**src/logic/tmt_consts.svh**
```systemverilog
/*
  register offsets, field positions, reset values and widths of the
  timer trigger generation block.
  assumes it is included by bare name before any module that needs it.
*/
// Behaviour
// (RULE_01) channel trigger sets flag bit 7
// (RULE_02) flag clears after read-set then write-0
// (RULE_03) writing 1 to flag does nothing
// (RULE_04) new channel trigger aborts clearing sequence
// (RULE_05) bit 6 enables trigger on initial-value match
// (RULE_06) bit 5 enables channel 1 trigger
// (RULE_07) bit 3 enables channel 5 trigger
// (RULE_08) bit 2 enables channel 4 trigger
// (RULE_09) channels 0, 2, 3 enabled alike
// (RULE_10) bits 31-8 reserved, no effect
// (RULE_11) channels 6 and 7 never trigger
// (RULE_12) several enabled channels trigger independently
// (RULE_13) channel 0, 3, 2 enables: bits 4,1,0
// (RULE_14) each trigger is one-cycle output pulse
`ifndef TMT_CONSTS_SVH
`define TMT_CONSTS_SVH

// register byte offsets
`define TMT_OFF_TRIG      8'h6c
`define TMT_OFF_IRQ_STAT  8'h80
`define TMT_OFF_IRQ_CLR   8'h84
`define TMT_OFF_IRQ_EN    8'h88

// trigger register field positions
`define TMT_BIT_FLAG      7
`define TMT_BIT_INIT_EN   6
`define TMT_BIT_CH1_EN    5
`define TMT_BIT_CH0_EN    4
`define TMT_BIT_CH5_EN    3
`define TMT_BIT_CH4_EN    2
`define TMT_BIT_CH3_EN    1
`define TMT_BIT_CH2_EN    0

// interrupt status bit positions
`define TMT_IRQ_CHAN      0
`define TMT_IRQ_INIT      1

// reset values
`define TMT_RST_CTRL      7'h00
`define TMT_RST_IRQ       2'h0

// widths
`define TMT_ADDR_W        8
`define TMT_NUM_CHAN      8
`define TMT_TRIG_CHAN     6

`endif

```
**src/logic/tmt_pkg.sv**
```systemverilog
/*
  types of the timer trigger generation block.
  assumes tmt_consts.svh is reachable on the include path.
*/
`default_nettype none
`include "tmt_consts.svh"
package tmt_pkg;

  // register bus request from the master
  typedef struct packed {
    logic [`TMT_ADDR_W-1:0] addr;  // byte address
    logic [31:0]            wdata; // write data
    logic                   wr;    // write strobe
    logic                   rd;    // read strobe
  } tmt_bus_req_s;

  // clearing sequence of the channel trigger flag
  typedef enum logic [0:0] {
    TMT_IDLE,
    TMT_ARMED
  } tmt_clr_state_e;

endpackage
`default_nettype wire

```
**src/logic/tmt_edge_det.sv**
```systemverilog
/*
  rising edge detector for a vector of equality levels.
  assumes the levels are synchronous to clk_in.
*/
`default_nettype none
module tmt_edge_det #(
  parameter int W = 8
) (
  // clock and reset
  input  wire logic         clk_in,
  input  wire logic         nrst_in,
  // levels in, one-cycle rises out
  input  wire logic [W-1:0] level_in,
  output logic      [W-1:0] rise_out
);
  import tmt_pkg::*;

  logic [W-1:0] prev;      // level one cycle ago
  logic [W-1:0] next_prev; // next value of prev

  // a level held over many cycles yields only one rise
  always_comb
  begin
    next_prev = level_in;
    rise_out  = level_in & ~prev;
  end

  // history register
  always_ff @(posedge clk_in or negedge nrst_in)
  begin
    if (!nrst_in)
      prev <= '0;
    else
      prev <= next_prev;
  end
endmodule
`default_nettype wire

```
**src/logic/tmt_trig_flag.sv**
```systemverilog
/*
  sticky channel trigger flag with its read-then-write-zero clear.
  assumes rd_in and wr_in are strobes aimed at the trigger register.
*/
`default_nettype none
module tmt_trig_flag (
  // clock and reset
  input  wire logic clk_in,
  input  wire logic nrst_in,
  // events
  input  wire logic set_in,
  input  wire logic rd_in,
  input  wire logic wr_in,
  input  wire logic wbit_in,
  // flag
  output logic      flag_out
);
  import tmt_pkg::*;

  tmt_clr_state_e state;      // clearing sequence state
  tmt_clr_state_e next_state; // next value of state
  logic           next_flag;  // next value of flag_out

  // a trigger always wins over a clear in the same cycle
  always_comb
  begin
    next_flag  = flag_out;
    next_state = state;
    case (state)
      TMT_IDLE:
      begin
        if (rd_in && flag_out && !set_in)
          next_state = TMT_ARMED;
      end
      TMT_ARMED:
      begin
        if (set_in)
          next_state = TMT_IDLE;                 // see RULE_04
        else if (wr_in)
        begin
          next_state = TMT_IDLE;
          if (!wbit_in)                          // see RULE_03
            next_flag = 1'b0;                    // see RULE_02
        end
      end
      default:
        next_state = TMT_IDLE;
    endcase
    if (set_in)
      next_flag = 1'b1;                          // see RULE_01
  end

  // flag and sequence registers
  always_ff @(posedge clk_in or negedge nrst_in)
  begin
    if (!nrst_in)
    begin
      flag_out <= 1'b0;
      state    <= TMT_IDLE;
    end
    else
    begin
      flag_out <= next_flag;
      state    <= next_state;
    end
  end

  // flag never rises without a trigger
  flag_rise_cause_a: assert property (@(posedge clk_in) disable iff (!nrst_in) // see RULE_03
    $rose(flag_out) |-> $past(set_in))
    else $error("flag rose without a trigger");

  // flag falls only after read then write zero
  flag_fall_seq_a: assert property (@(posedge clk_in) disable iff (!nrst_in) // see RULE_02
    $fell(flag_out) |-> $past(wr_in) && !$past(wbit_in) && $past(state == TMT_ARMED))
    else $error("flag cleared outside the sequence");

  // trigger between read and write keeps flag
  abort_keeps_a: assert property (@(posedge clk_in) disable iff (!nrst_in) // see RULE_04
    (state == TMT_ARMED && set_in) ##1 (wr_in && !wbit_in && !set_in) |=> flag_out)
    else $error("flag cleared after aborted sequence");
endmodule
`default_nettype wire

```
**src/logic/tmt_trigger_gen.sv**
```systemverilog
/*
  timer trigger generation: trigger control register, trigger
  sources, hardware trigger output and a small interrupt unit.
  assumes count, initial value and match levels come from the rest of
  the timer on clk_in, and a bus master that never overlaps strobes.
*/
// The placing of the registers and the plain strobed port were left to the implementer.
`default_nettype none
`include "tmt_consts.svh"
module tmt_trigger_gen #(
  parameter int CNT_W = 16
) (
  // clock and reset
  input  wire logic                  clk_in,
  input  wire logic                  nrst_in,
  // register bus
  input  wire tmt_pkg::tmt_bus_req_s bus_in,
  output logic       [31:0]          rdata_out,
  // timer state
  input  wire logic  [CNT_W-1:0]     count_in,
  input  wire logic  [CNT_W-1:0]     init_value_in,
  input  wire logic  [`TMT_NUM_CHAN-1:0] chan_match_in,
  // trigger and interrupt
  output logic                       trigger_out,
  output logic                       irq_out
);
  import tmt_pkg::*;

  // channel enable vector in channel order from the control bits
  function automatic logic [`TMT_TRIG_CHAN-1:0] chan_enables(input logic [6:0] c);
    logic [`TMT_TRIG_CHAN-1:0] e;
    e    = '0;
    e[0] = c[`TMT_BIT_CH0_EN];                   // see RULE_13
    e[1] = c[`TMT_BIT_CH1_EN];                   // see RULE_06
    e[2] = c[`TMT_BIT_CH2_EN];                   // see RULE_13
    e[3] = c[`TMT_BIT_CH3_EN];                   // see RULE_13
    e[4] = c[`TMT_BIT_CH4_EN];                   // see RULE_08
    e[5] = c[`TMT_BIT_CH5_EN];                   // see RULE_07
    return e;
  endfunction

  // address match helper, used by every strobe decode
  function automatic logic hit(input logic [`TMT_ADDR_W-1:0] a,
                               input logic [`TMT_ADDR_W-1:0] off);
    return a == off;
  endfunction

  // bus decode
  logic wr_trig;    // write to trigger register
  logic rd_trig;    // read of trigger register
  logic wr_irq_clr; // write to interrupt clear
  logic wr_irq_en;  // write to interrupt enable

  assign wr_trig    = bus_in.wr && hit(bus_in.addr, `TMT_OFF_TRIG);
  assign rd_trig    = bus_in.rd && hit(bus_in.addr, `TMT_OFF_TRIG);
  assign wr_irq_clr = bus_in.wr && hit(bus_in.addr, `TMT_OFF_IRQ_CLR);
  assign wr_irq_en  = bus_in.wr && hit(bus_in.addr, `TMT_OFF_IRQ_EN);

  // control bits 6..0 of the trigger register
  logic [6:0] ctrl;      // init enable and channel enables
  logic [6:0] next_ctrl; // next value of ctrl

  // only bits 6..0 are stored, so reserved bits cannot steer anything
  always_comb
  begin
    next_ctrl = ctrl;
    if (wr_trig)
      next_ctrl = bus_in.wdata[6:0];             // see RULE_10
  end

  // control register
  always_ff @(posedge clk_in or negedge nrst_in)
  begin
    if (!nrst_in)
      ctrl <= `TMT_RST_CTRL;
    else
      ctrl <= next_ctrl;
  end

  // trigger sources
  logic [`TMT_NUM_CHAN-1:0]  chan_rise; // match rises, all channels
  logic [0:0]                init_rise; // initial-value match rise
  logic [0:0]                init_eq;   // counter equals initial value
  logic [`TMT_TRIG_CHAN-1:0] chan_en;   // per-channel enables
  logic                      chan_trig; // any enabled channel trigger
  logic                      init_trig; // initialization trigger

  assign init_eq = count_in == init_value_in;

  // one pulse per match even when the counter is prescaled
  tmt_edge_det #(
    .W (`TMT_NUM_CHAN)
  ) u_chan_edge (
    .clk_in   (clk_in),
    .nrst_in  (nrst_in),
    .level_in (chan_match_in),
    .rise_out (chan_rise)
  );

  // same treatment for the initial-value comparison
  tmt_edge_det #(
    .W (1)
  ) u_init_edge (
    .clk_in   (clk_in),
    .nrst_in  (nrst_in),
    .level_in (init_eq),
    .rise_out (init_rise)
  );

  assign chan_en = chan_enables(ctrl);
  // channels 6 and 7 are simply not wired into the or
  assign chan_trig = |(chan_rise[`TMT_TRIG_CHAN-1:0] & chan_en);     // see RULE_09, RULE_11, RULE_12
  assign init_trig = init_rise[0] && ctrl[`TMT_BIT_INIT_EN];         // see RULE_05

  // trigger output
  logic next_trigger; // next value of trigger_out

  // coincident sources merge into one pulse; that is the trade for a single wire
  always_comb
  begin
    next_trigger = chan_trig || init_trig;       // see RULE_14
  end

  // trigger output register
  always_ff @(posedge clk_in or negedge nrst_in)
  begin
    if (!nrst_in)
      trigger_out <= 1'b0;
    else
      trigger_out <= next_trigger;
  end

  // sticky channel trigger flag
  logic flag; // channel trigger flag

  tmt_trig_flag u_flag (
    .clk_in   (clk_in),
    .nrst_in  (nrst_in),
    .set_in   (chan_trig),
    .rd_in    (rd_trig),
    .wr_in    (wr_trig),
    .wbit_in  (bus_in.wdata[`TMT_BIT_FLAG]),
    .flag_out (flag)
  );

  // interrupt unit
  logic [1:0] irq_stat;      // sticky event bits
  logic [1:0] irq_en;        // enable mask
  logic [1:0] irq_evt;       // events this cycle
  logic [1:0] next_irq_stat; // next value of irq_stat
  logic [1:0] next_irq_en;   // next value of irq_en
  logic       next_irq;      // next value of irq_out

  // a clear in the same cycle as an event loses
  always_comb
  begin
    irq_evt                = '0;
    irq_evt[`TMT_IRQ_CHAN] = chan_trig;
    irq_evt[`TMT_IRQ_INIT] = init_trig;
    next_irq_stat = irq_stat;
    if (wr_irq_clr)
      next_irq_stat = next_irq_stat & ~bus_in.wdata[1:0];
    next_irq_stat = next_irq_stat | irq_evt;
    next_irq_en   = irq_en;
    if (wr_irq_en)
      next_irq_en = bus_in.wdata[1:0];
    next_irq      = |(next_irq_stat & next_irq_en);
  end

  // interrupt registers
  always_ff @(posedge clk_in or negedge nrst_in)
  begin
    if (!nrst_in)
    begin
      irq_stat <= `TMT_RST_IRQ;
      irq_en   <= `TMT_RST_IRQ;
      irq_out  <= 1'b0;
    end
    else
    begin
      irq_stat <= next_irq_stat;
      irq_en   <= next_irq_en;
      irq_out  <= next_irq;
    end
  end

  // read data
  logic [31:0] next_rdata; // next value of rdata_out

  // data stand only in the cycle after the strobe; unmapped reads give zero
  always_comb
  begin
    next_rdata = 32'h0000_0000;
    if (bus_in.rd)
    begin
      case (bus_in.addr)
        `TMT_OFF_TRIG:
          next_rdata = {24'h00_0000, flag, ctrl};   // see RULE_10
        `TMT_OFF_IRQ_STAT:
          next_rdata = {30'h0000_0000, irq_stat};
        `TMT_OFF_IRQ_EN:
          next_rdata = {30'h0000_0000, irq_en};
        default:
          next_rdata = 32'h0000_0000;               // clear register is write-only
      endcase
    end
  end

  // read data register
  always_ff @(posedge clk_in or negedge nrst_in)
  begin
    if (!nrst_in)
      rdata_out <= 32'h0000_0000;
    else
      rdata_out <= next_rdata;
  end

  // enabled channel match yields a pulse next cycle
  chan_pulse_a: assert property (@(posedge clk_in) disable iff (!nrst_in) // see RULE_09
    (|(chan_rise[`TMT_TRIG_CHAN-1:0] & chan_en)) |=> trigger_out)
    else $error("enabled channel match gave no trigger");

  // channel 1 enable bit steers channel 1
  chan1_gate_a: assert property (@(posedge clk_in) disable iff (!nrst_in) // see RULE_06
    (chan_rise == 8'h02 && !init_trig) |=> (trigger_out == $past(ctrl[`TMT_BIT_CH1_EN])))
    else $error("channel 1 trigger not gated by bit 5");

  // channel 5 enable bit steers channel 5
  chan5_gate_a: assert property (@(posedge clk_in) disable iff (!nrst_in) // see RULE_07
    (chan_rise == 8'h20 && !init_trig) |=> (trigger_out == $past(ctrl[`TMT_BIT_CH5_EN])))
    else $error("channel 5 trigger not gated by bit 3");

  // channel 4 enable bit steers channel 4
  chan4_gate_a: assert property (@(posedge clk_in) disable iff (!nrst_in) // see RULE_08
    (chan_rise == 8'h10 && !init_trig) |=> (trigger_out == $past(ctrl[`TMT_BIT_CH4_EN])))
    else $error("channel 4 trigger not gated by bit 2");

  // channels 0, 3 and 2 sit at bits 4, 1, 0
  low_chan_map_a: assert property (@(posedge clk_in) disable iff (!nrst_in) // see RULE_13
    chan_en[0] == ctrl[4] && chan_en[3] == ctrl[1] && chan_en[2] == ctrl[0])
    else $error("low channel enable mapping wrong");

  // channels 6 and 7 alone never trigger
  high_chan_mute_a: assert property (@(posedge clk_in) disable iff (!nrst_in) // see RULE_11
    (chan_rise[5:0] == 6'h00 && !init_trig) |=> !trigger_out)
    else $error("channel 6 or 7 produced a trigger");

  // initialization trigger follows its enable
  init_gate_a: assert property (@(posedge clk_in) disable iff (!nrst_in) // see RULE_05
    (init_rise[0] && chan_rise == 8'h00) |=> (trigger_out == $past(ctrl[`TMT_BIT_INIT_EN])))
    else $error("initialization trigger not gated by bit 6");

  // steady match gives a single-cycle pulse
  single_pulse_a: assert property (@(posedge clk_in) disable iff (!nrst_in) // see RULE_14
    (trigger_out && !chan_trig && !init_trig) |=> !trigger_out)
    else $error("trigger wider than one cycle");

  // channel trigger sets the flag next cycle
  flag_set_a: assert property (@(posedge clk_in) disable iff (!nrst_in) // see RULE_01
    chan_trig |=> flag && rdata_out[`TMT_BIT_FLAG] == $past(rd_trig && flag))
    else $error("channel trigger did not set the flag");

  // reserved bits always read zero
  reserved_zero_a: assert property (@(posedge clk_in) disable iff (!nrst_in) // see RULE_10
    rd_trig |=> rdata_out[31:8] == 24'h00_0000)
    else $error("reserved trigger bits read non-zero");

  // two separated enabled matches give two pulses
  multi_trig_a: assert property (@(posedge clk_in) disable iff (!nrst_in) // see RULE_12
    (chan_trig ##2 chan_trig) |-> ##1 trigger_out ##0 $past(trigger_out, 2))
    else $error("second channel trigger lost");

  // channel 0 enable bit steers channel 0
  chan0_gate_a: assert property (@(posedge clk_in) disable iff (!nrst_in) // see RULE_09
    (chan_rise == 8'h01 && !init_trig) |=> (trigger_out == $past(ctrl[`TMT_BIT_CH0_EN])))
    else $error("channel 0 trigger not gated by its enable");

  // channel 2 enable bit steers channel 2
  chan2_gate_a: assert property (@(posedge clk_in) disable iff (!nrst_in) // see RULE_09
    (chan_rise == 8'h04 && !init_trig) |=> (trigger_out == $past(ctrl[`TMT_BIT_CH2_EN])))
    else $error("channel 2 trigger not gated by its enable");

  // channel 3 enable bit steers channel 3
  chan3_gate_a: assert property (@(posedge clk_in) disable iff (!nrst_in) // see RULE_09
    (chan_rise == 8'h08 && !init_trig) |=> (trigger_out == $past(ctrl[`TMT_BIT_CH3_EN])))
    else $error("channel 3 trigger not gated by its enable");

  // disabled initialization source stays quiet
  init_only_a: assert property (@(posedge clk_in) disable iff (!nrst_in) // see RULE_05
    (!ctrl[`TMT_BIT_INIT_EN] && !chan_trig) |=> !trigger_out)
    else $error("trigger without an enabled source");

  // initialization trigger alone leaves a clear flag clear
  init_no_flag_a: assert property (@(posedge clk_in) disable iff (!nrst_in) // see RULE_01
    (init_trig && !chan_trig && !flag) |=> !flag)
    else $error("initialization trigger set the channel flag");

  // matches on channels 6 and 7 never reach the flag
  high_chan_flag_a: assert property (@(posedge clk_in) disable iff (!nrst_in) // see RULE_11
    (chan_rise[5:0] == 6'h00 && !flag) |=> !flag)
    else $error("flag set without a low channel match");

  // writing one to the flag bit changes nothing
  flag_write_one_a: assert property (@(posedge clk_in) disable iff (!nrst_in) // see RULE_03
    (wr_trig && bus_in.wdata[`TMT_BIT_FLAG] && !chan_trig) |=> (flag == $past(flag)))
    else $error("write of one changed the flag");

  // only bits 6..0 of a trigger write land
  ctrl_write_a: assert property (@(posedge clk_in) disable iff (!nrst_in) // see RULE_10
    wr_trig |=> (ctrl == $past(bus_in.wdata[6:0])))
    else $error("control bits differ from the write");

  // control bits move only on a trigger write
  ctrl_hold_a: assert property (@(posedge clk_in) disable iff (!nrst_in) // see RULE_10
    !wr_trig |=> $stable(ctrl))
    else $error("control bits changed without a write");

  // trigger read returns flag and control bits
  trig_read_a: assert property (@(posedge clk_in) disable iff (!nrst_in) // see RULE_10
    rd_trig |=> (rdata_out[7:0] == {$past(flag), $past(ctrl)}))
    else $error("trigger register read wrong");

  // read data are zero outside the answer cycle
  rdata_idle_a: assert property (@(posedge clk_in) disable iff (!nrst_in) // see RULE_10
    !bus_in.rd |=> (rdata_out == 32'h0000_0000))
    else $error("read data outside the answer cycle");

  // channel trigger marks its interrupt status
  irq_chan_evt_a: assert property (@(posedge clk_in) disable iff (!nrst_in) // see RULE_01
    chan_trig |=> irq_stat[`TMT_IRQ_CHAN])
    else $error("channel trigger missed its status bit");

  // initialization trigger marks its interrupt status
  irq_init_evt_a: assert property (@(posedge clk_in) disable iff (!nrst_in) // see RULE_05
    init_trig |=> irq_stat[`TMT_IRQ_INIT])
    else $error("initialization trigger missed its status bit");

  // clear write drops the chosen status bits when no event races it
  irq_clear_a: assert property (@(posedge clk_in) disable iff (!nrst_in) // see RULE_01
    (wr_irq_clr && !chan_trig && !init_trig) |=> ((irq_stat & $past(bus_in.wdata[1:0])) == 2'h0))
    else $error("status bits survived a clear");

  // interrupt line follows enabled status
  irq_level_a: assert property (@(posedge clk_in) disable iff (!nrst_in) // see RULE_01
    irq_out == |(irq_stat & irq_en))
    else $error("interrupt line disagrees with status");
endmodule
`default_nettype wire

```
**config.mk**
```make
export PLATFORM = sky130hd
export DESIGN_NAME = tmt_trigger_gen
export DESIGN_NICKNAME = d
export VERILOG_FILES = /design/src/logic/tmt_pkg.sv /design/src/logic/tmt_edge_det.sv /design/src/logic/tmt_trig_flag.sv /design/src/logic/tmt_trigger_gen.sv
export VERILOG_INCLUDE_DIRS = /design/src /design/src/logic
export SDC_FILE = /design/constraint.sdc
export NUM_CORES = 1
export LEC_CHECK = 0
export BUFFER_PORTS_ARGS = -buffer_cell sky130_fd_sc_hd__buf_2
export CELL_PAD_IN_SITES_DETAIL_PLACEMENT = 2
export CELL_PAD_IN_SITES_GLOBAL_PLACEMENT = 2
export CORE_MARGIN = 2
export CORE_UTILIZATION = 19
export CTS_CLUSTER_SIZE = 10
export DETAILED_ROUTE_END_ITERATION = 6
export PLACE_DENSITY_LB_ADDON = 0.25
export REMOVE_ABC_BUFFERS = 1
export SETUP_SLACK_MARGIN = 0.05
export SYNTH_ARGS = -nofsm -noshare
export SYNTH_HDL_FRONTEND = slang
export SYNTH_SLANG_ARGS = --single-unit
```
**constraint.sdc**
```tcl
create_clock -name clk_in -period 1.4 [get_ports clk_in]
set_clock_uncertainty 0.2 [all_clocks]
set_input_delay 0 -clock clk_in [delete_from_list [all_inputs] [get_ports clk_in]]
set_output_delay 0 -clock clk_in [all_outputs]
set_load 0.02 [all_outputs]
```
==> results by group, run 1 <==
Status
  – Status: finished, violations left
  – Failing checks: negative hold slack, negative setup slack

Cells and area
  – Commonest non-fill, non-tap cells in the layout: 65 x buf_2, 30 x dfrtp_1, 24 x conb_1
  – Share of cells above drive strength 1: 0.514
  – Diode count: 0
  – Commonest non-fill, non-tap cell in the layout: buf_2
  – Nets: 338
  – Layout overhead on the synthesized area: 62.3%
  – Fin area: 2500 µm²
  – Fin util: 0.321

Critical path
  – Reg2Reg Setup Slack: -0.03 ns
  – Worst Path Max Fanout: 3
  – WP data required: 1.37 ns
  – WP data arrival: 1.70 ns
  – CP endpoint kind: register
  – Crit Path Class: in2reg
  – Setup crit start kind: primary input

Routing
  – Via count: 1377
  – Routed WL: 4.73 mm
  – Antenna-violating nets left: 0
  – Vias per cell: 3.86
  – Detailed Route Iter0 Violations: 22
  – # DRC: 0
  – Routed wire per std cell: 13.3 µm
  – TritonRoute pass-1 iters: 3

Timing
  – Unrepaired setup endpoints after global routing: yes
  – Setup Viol. Count Final: 9
  – Hold Fails Final Rpt: 4
  – Tcrit/Tclk final: 1.24
  – FMAX: 577 MHz
  – Min Hold Slack: -0.0706 ns
  – Final min period: 1.73 ns
  – PnR worst setup slack: -0.332 ns
  – Max Slew Vio Count: 0

Clock tree
  – Hold buffers post-CTS: 16
  – H-tree Lvls: 2
  – Later-pin clock latency in the skew report: 0.28 ns
  – # clock sinks: 30
  – Clk slew on worst S/H paths: 0.07 ns
  – TritonCTS Buffers: 5
  – CTS root buf: clkbuf_8
  – CTS Buffer Depth: 2
  – CTS tree: yes

Synth
  – Cells after Synth: 141
  – Synth area leader: dfrtp_1
  – Synth area leaders: dfrtp_1 49%, buf_4 12%, xnor2_1 9.1%
  – Yosys cell types: 30
  – YS warnings: 0
  – Fraction of post-synthesis cell area in the top cell type by area: 0.488
  – Sequential-to-total area share from yosys stat: 0.488
  – Synthesized flop and latch total: 30
  – Mapped Area: 1540 µm²
  – Mean post-synth cell area: 10.9 µm²

Place
  – Placer Congestion: 0.710
  – Placed inst area: 2040 µm²
  – Port-buffer cells: 67
  – Detailed placement HPWL: 3.44 mm

GRT
  – Grt total ovfl: 0
  – Initial antenna violation count: 0
  – Largest net degree at the start of global routing: 31
  – Global-route wire length before repair: 7.48 mm
  – Gr usage total: 0.111
  – Vias in the first global route: 1515

Power
  – Total power: 0.00218 W
  – P_leak: 1.25 nW
  – PwrDens: 875 nW/µm²
  – Max IR drop VDD: 0.265 mV

Floorplanning
  – Die footprint: 8830 µm²
  – Core Footprint: 7770 µm²
  – Ports: 118
  – Initial Util: 0.198
  – Die X: 94.0 µm
  – Row count: 32
  – Vert. Die Dim: 94.0 µm

Job
  – Max_cap viols: 0

Worst hold path
  – Worst hold path class: in2reg
[through the flow]
step,TNS [ns],cells,setup WS (ns),hold slack (ns)
3_3_place_gp,-6.96,327,-0.625,-0.159
5_1_grt,-1.66,357,-0.349,-0.0616
2_1_floorplan,-3.32,140,-0.467,-0.496
3_5_place_dp,-7.01,327,-0.648,-0.156
4_1_cts,-1.20,356,-0.316,-0.0808
6_report,-1.11,357,-0.332,-0.0706
[Yosys cell counts (all sizes together)]
library cell	count
inv	4
or3	1
conb	1
nand2b	2
xnor2	16
nor3	3
nor3b	1
nor4	2
nand3	3
nand4bb	1
a21oi	2
mux2	9
buf	24
a21bo	1
nand4	4
dfrtp	30
a21boi	1
or4	2
nor2	2
or3b	1
o22ai	3
or4b	1
and3	5
a22oi	2
nand4b	1
nand2	15
nand3b	1
o21ai	3
[registers in the layout, summed over array words and instances (netlist names)]
name and flops:
u_flag.flag_out 1, rdata_out 8, irq_out 1, ctrl 7
trigger_out 1, u_init_edge.prev 1, irq_stat 2, u_chan_edge.prev 6
irq_en 2, u_flag.state 1
[path summary, 6_finish.rpt]
path | endpoint | depth (start not counted) | from
setup / recovery | irq_out$_DFF_PN0_ | 6 | bus_in[40]
hold / removal | irq_en[0]$_DFF_PN0_ | 3 | bus_in[36]
setup reg to reg | irq_out$_DFF_PN0_ | 6 | ctrl[0]$_DFFE_PN0P_
hold reg to reg | rdata_out[7]$_DFF_PN0_ | 2 | u_flag.flag_out$_DFFE_PN0P_
max in group asynchronous | u_flag.flag_out$_DFFE_PN0P_ | 3 | nrst_in
min in group asynchronous | u_chan_edge.prev[3]$_DFF_PN0_ | 3 | nrst_in
[critical path, stage by stage]
cell	delay [ns]
buf_6	0.09
or4b_4	0.54
or4_4	0.52
mux2_4	0.32
a21bo_4	0.18
nand3_2	0.05
[routing by layer]
layer  GRT usage  wire length (µm)
met1       0.120              1830
met2       0.204              2480
met3      0.0369               390
met4      0.0326                31
met5           0                 0
[report_power, final]
part / internal [W] / switching, W
Sequential: 0.000905 / 0.0000294
Combinational: 0.000196 / 0.000199
Clock: 0.000523 / 0.000333
Total: 0.00162 / 0.000561
[what timing repair did]
item,4_1_cts,5_1_grt
hold endpoints to repair,58,4
resized for setup,30,3
setup endpoints to repair,17,17
setup buffers,5,1
pin swaps,9,8
[layout make-up]
cell class	instances	area [µm²]
clock buffers	5	68.8
clock inverters	3	40.0
fillers	912	5270
inverters	4	15.0
multi-input cells	106	787
flip-flops and latches	30	751
well taps	102	128
repair buffers	107	707
[cell families (layout without fill, tap and decap cells)]
group / Yosys count / count (layout) / synth area share
AND/OR/NAND/NOR: 45 / 45 / 0.169
flip-flops: 30 / 30 / 0.488
buffers and inverters: 28 / 119 / 0.127
XOR/XNOR: 16 / 16 / 0.0911
AO/OA/AOI/OAI: 12 / 12 / 0.0537
multiplexers: 9 / 9 / 0.0683
other: 1 / 24 / 0.00244
Note: power is estimated with default switching activity, not from simulation.
==> run 2: changes to the inputs <==
--- a/config.mk
+++ b/config.mk
@@ -9,6 +9,7 @@
 export BUFFER_PORTS_ARGS = -buffer_cell sky130_fd_sc_hd__buf_2
 export CELL_PAD_IN_SITES_DETAIL_PLACEMENT = 2
 export CELL_PAD_IN_SITES_GLOBAL_PLACEMENT = 2
+export CORE_ASPECT_RATIO = 0.9
 export CORE_MARGIN = 2
 export CORE_UTILIZATION = 19
 export CTS_CLUSTER_SIZE = 10
==> results by group, run 2 (synthesis results as in run 1) <==
Clock tree
  – H-tree Lvls: 2
  – # clock sinks: 30
  – Hold buffers post-CTS: 16
  – Clk slew on worst S/H paths: 0.06 ns
  – CTS root buf: clkbuf_8
  – CTS Buffer Depth: 2
  – CTS tree: yes
  – TritonCTS Buffers: 5
  – Later-pin clock latency in the skew report: 0.29 ns

Routing
  – Vias per cell: 3.97
  – Routed WL: 4.86 mm
  – Via count: 1406
  – Antenna-violating nets left: 0
  – TritonRoute pass-1 iters: 3
  – Routed wire per std cell: 13.7 µm
  – Detailed Route Iter0 Violations: 28
  – # DRC: 0

Floorplanning
  – Die footprint: 8830 µm²
  – Initial Util: 0.193
  – Core Footprint: 7950 µm²
  – Row count: 31
  – Die X: 98.8 µm
  – Vert. Die Dim: 89.3 µm
  – Ports: 118

Cells and area
  – Final cell count without fillers: 354
  – Biggest register: rdata_out
  – FILL cells: 895
  – Layout overhead on the synthesized area: 64.8%
  – Largest regs: rdata_out (8), ctrl (7), u_chan_edge.prev (6)
  – Nets: 338
  – Diode count: 0
  – Share of cells above drive strength 1: 0.514
  – Fin util: 0.319
  – Largest register FFs: 8
  – Commonest non-fill, non-tap cell in the layout: buf_2
  – Commonest non-fill, non-tap cells in the layout: 63 x buf_2, 30 x dfrtp_1, 24 x conb_1
  – Fin area: 2530 µm²

Timing
  – Setup Viol. Count Final: 14
  – Final min period: 1.73 ns
  – Tcrit/Tclk final: 1.23
  – Max Slew Vio Count: 0
  – FMAX: 578 MHz
  – Min Hold Slack: -0.122 ns
  – Unrepaired setup endpoints after global routing: yes
  – Hold Fails Final Rpt: 5
  – PnR worst setup slack: -0.329 ns

Place
  – Detailed placement HPWL: 3.54 mm
  – Port-buffer cells: 67
  – Placed inst area: 2050 µm²
  – Pre-CTS WS: -0.632 ns
  – Inst Count DP: 325
  – Placer Congestion: 0.692

Status
  – Status: finished, violations left
  – Failing checks: negative hold slack, negative setup slack

Power
  – Seq pwr share: 0.430
  – P_int: 0.00161 W
  – Clock power share: 0.384
  – P_leak: 1.30 nW
  – PwrDens: 858 nW/µm²
  – P_sw: 0.000570 W
  – Sw frac: 0.262
  – Comb power frac: 0.185
  – Max IR drop VDD: 0.253 mV

Critical path
  – Crit path from: bus_in[38]
  – WP data required: 1.38 ns
  – Setup crit start kind: primary input
  – WP data arrival: 1.71 ns
  – Worst r2r src: ctrl[2]$_DFFE_PN0P_
  – CP endpoint kind: register
  – Worst Path Max Fanout: 2
  – Crit Path Class: in2reg

Worst hold path
  – Worst hold path class: in2reg
  – Min-delay src: bus_in[34]

Job
  – Max_cap viols: 0

GRT
  – Grt total ovfl: 0
  – Initial antenna violation count: 0
  – Global-route wire length before repair: 7.60 mm
  – Gr usage total: 0.111
  – Largest net degree at the start of global routing: 31
  – Vias in the first global route: 1567
## run 2: cell types whose count changed in the layout (fill, tap and decap cells not counted), sizes merged
| cell | change |
|---|---|
| bufinv | -1 |
| clkinv | -2 |
| clkbuf | +3 |
## run 2: through the flow
stage | setup TNS, ns | total power, W
floorplan | -3.32 | 0.00109
global placement | -6.60 | 0.00126
detailed placement | -6.77 | 0.00127
CTS | -1.24 | 0.00219
global route | -2.43 | 0.00229
finish | -1.74 | 0.00218
## run 2: metal layers
layer  global-route usage  vias up  share of wire
li1                     -      662              -
met1                0.133      664           0.43
met2                0.187       74           0.47
met3               0.0414        6          0.087
met4               0.0336        0          0.012
met5                    0        -              0
## run 2: power groups by stage
| stage | Sequential (W) | Clock [W] | Combinational, W |
|---|---|---|---|
| 2_1_floorplan | 0.000940 | 0 | 0.000151 |
| 3_3_place_gp | 0.000942 | 0 | 0.000322 |
| 3_5_place_dp | 0.000940 | 0 | 0.000329 |
| 4_1_cts | 0.000932 | 0.000860 | 0.000395 |
| 5_1_grt | 0.000940 | 0.000912 | 0.000443 |
| 6_report | 0.000935 | 0.000836 | 0.000403 |
## run 2: what timing repair did
action                     in CTS  in global routing
pin swaps                       6                  9
hold endpoints to repair       59                  5
gates resized for setup        23                 20
setup buffers                   3                  1
setup endpoints to repair      16                 16
cloned                          0                  1
## run 2: critical path, stage by stage
cell and delay, ns:
buf_6 0.09, or4b_4 0.54, or4_4 0.52, mux2_4 0.32, a21bo_4 0.17, nand3_2 0.06
## run 2: layout make-up
cell class                 count  area [µm²]  area share
sequential                    30         751       0.296
timing repair buffer         107         719       0.284
tap                           99         124      0.0489
inverter                       4        15.0     0.00593
multi-input combinational    106         815       0.321
clock buffer                   8         110      0.0435
## run 2: final timing paths
kind	endpoint	slack (ns)	cells after the start
min reg2reg	rdata_out[7]$_DFF_PN0_	0.31	2
min in group asynchronous	rdata_out[4]$_DFF_PN0_	0.07	3
min	irq_stat[0]$_DFF_PN0_	-0.12	4
max in group asynchronous	u_init_edge.prev$_DFF_PN0_	0.64	3
max	irq_out$_DFF_PN0_	-0.33	6
max reg2reg	irq_out$_DFF_PN0_	0	6
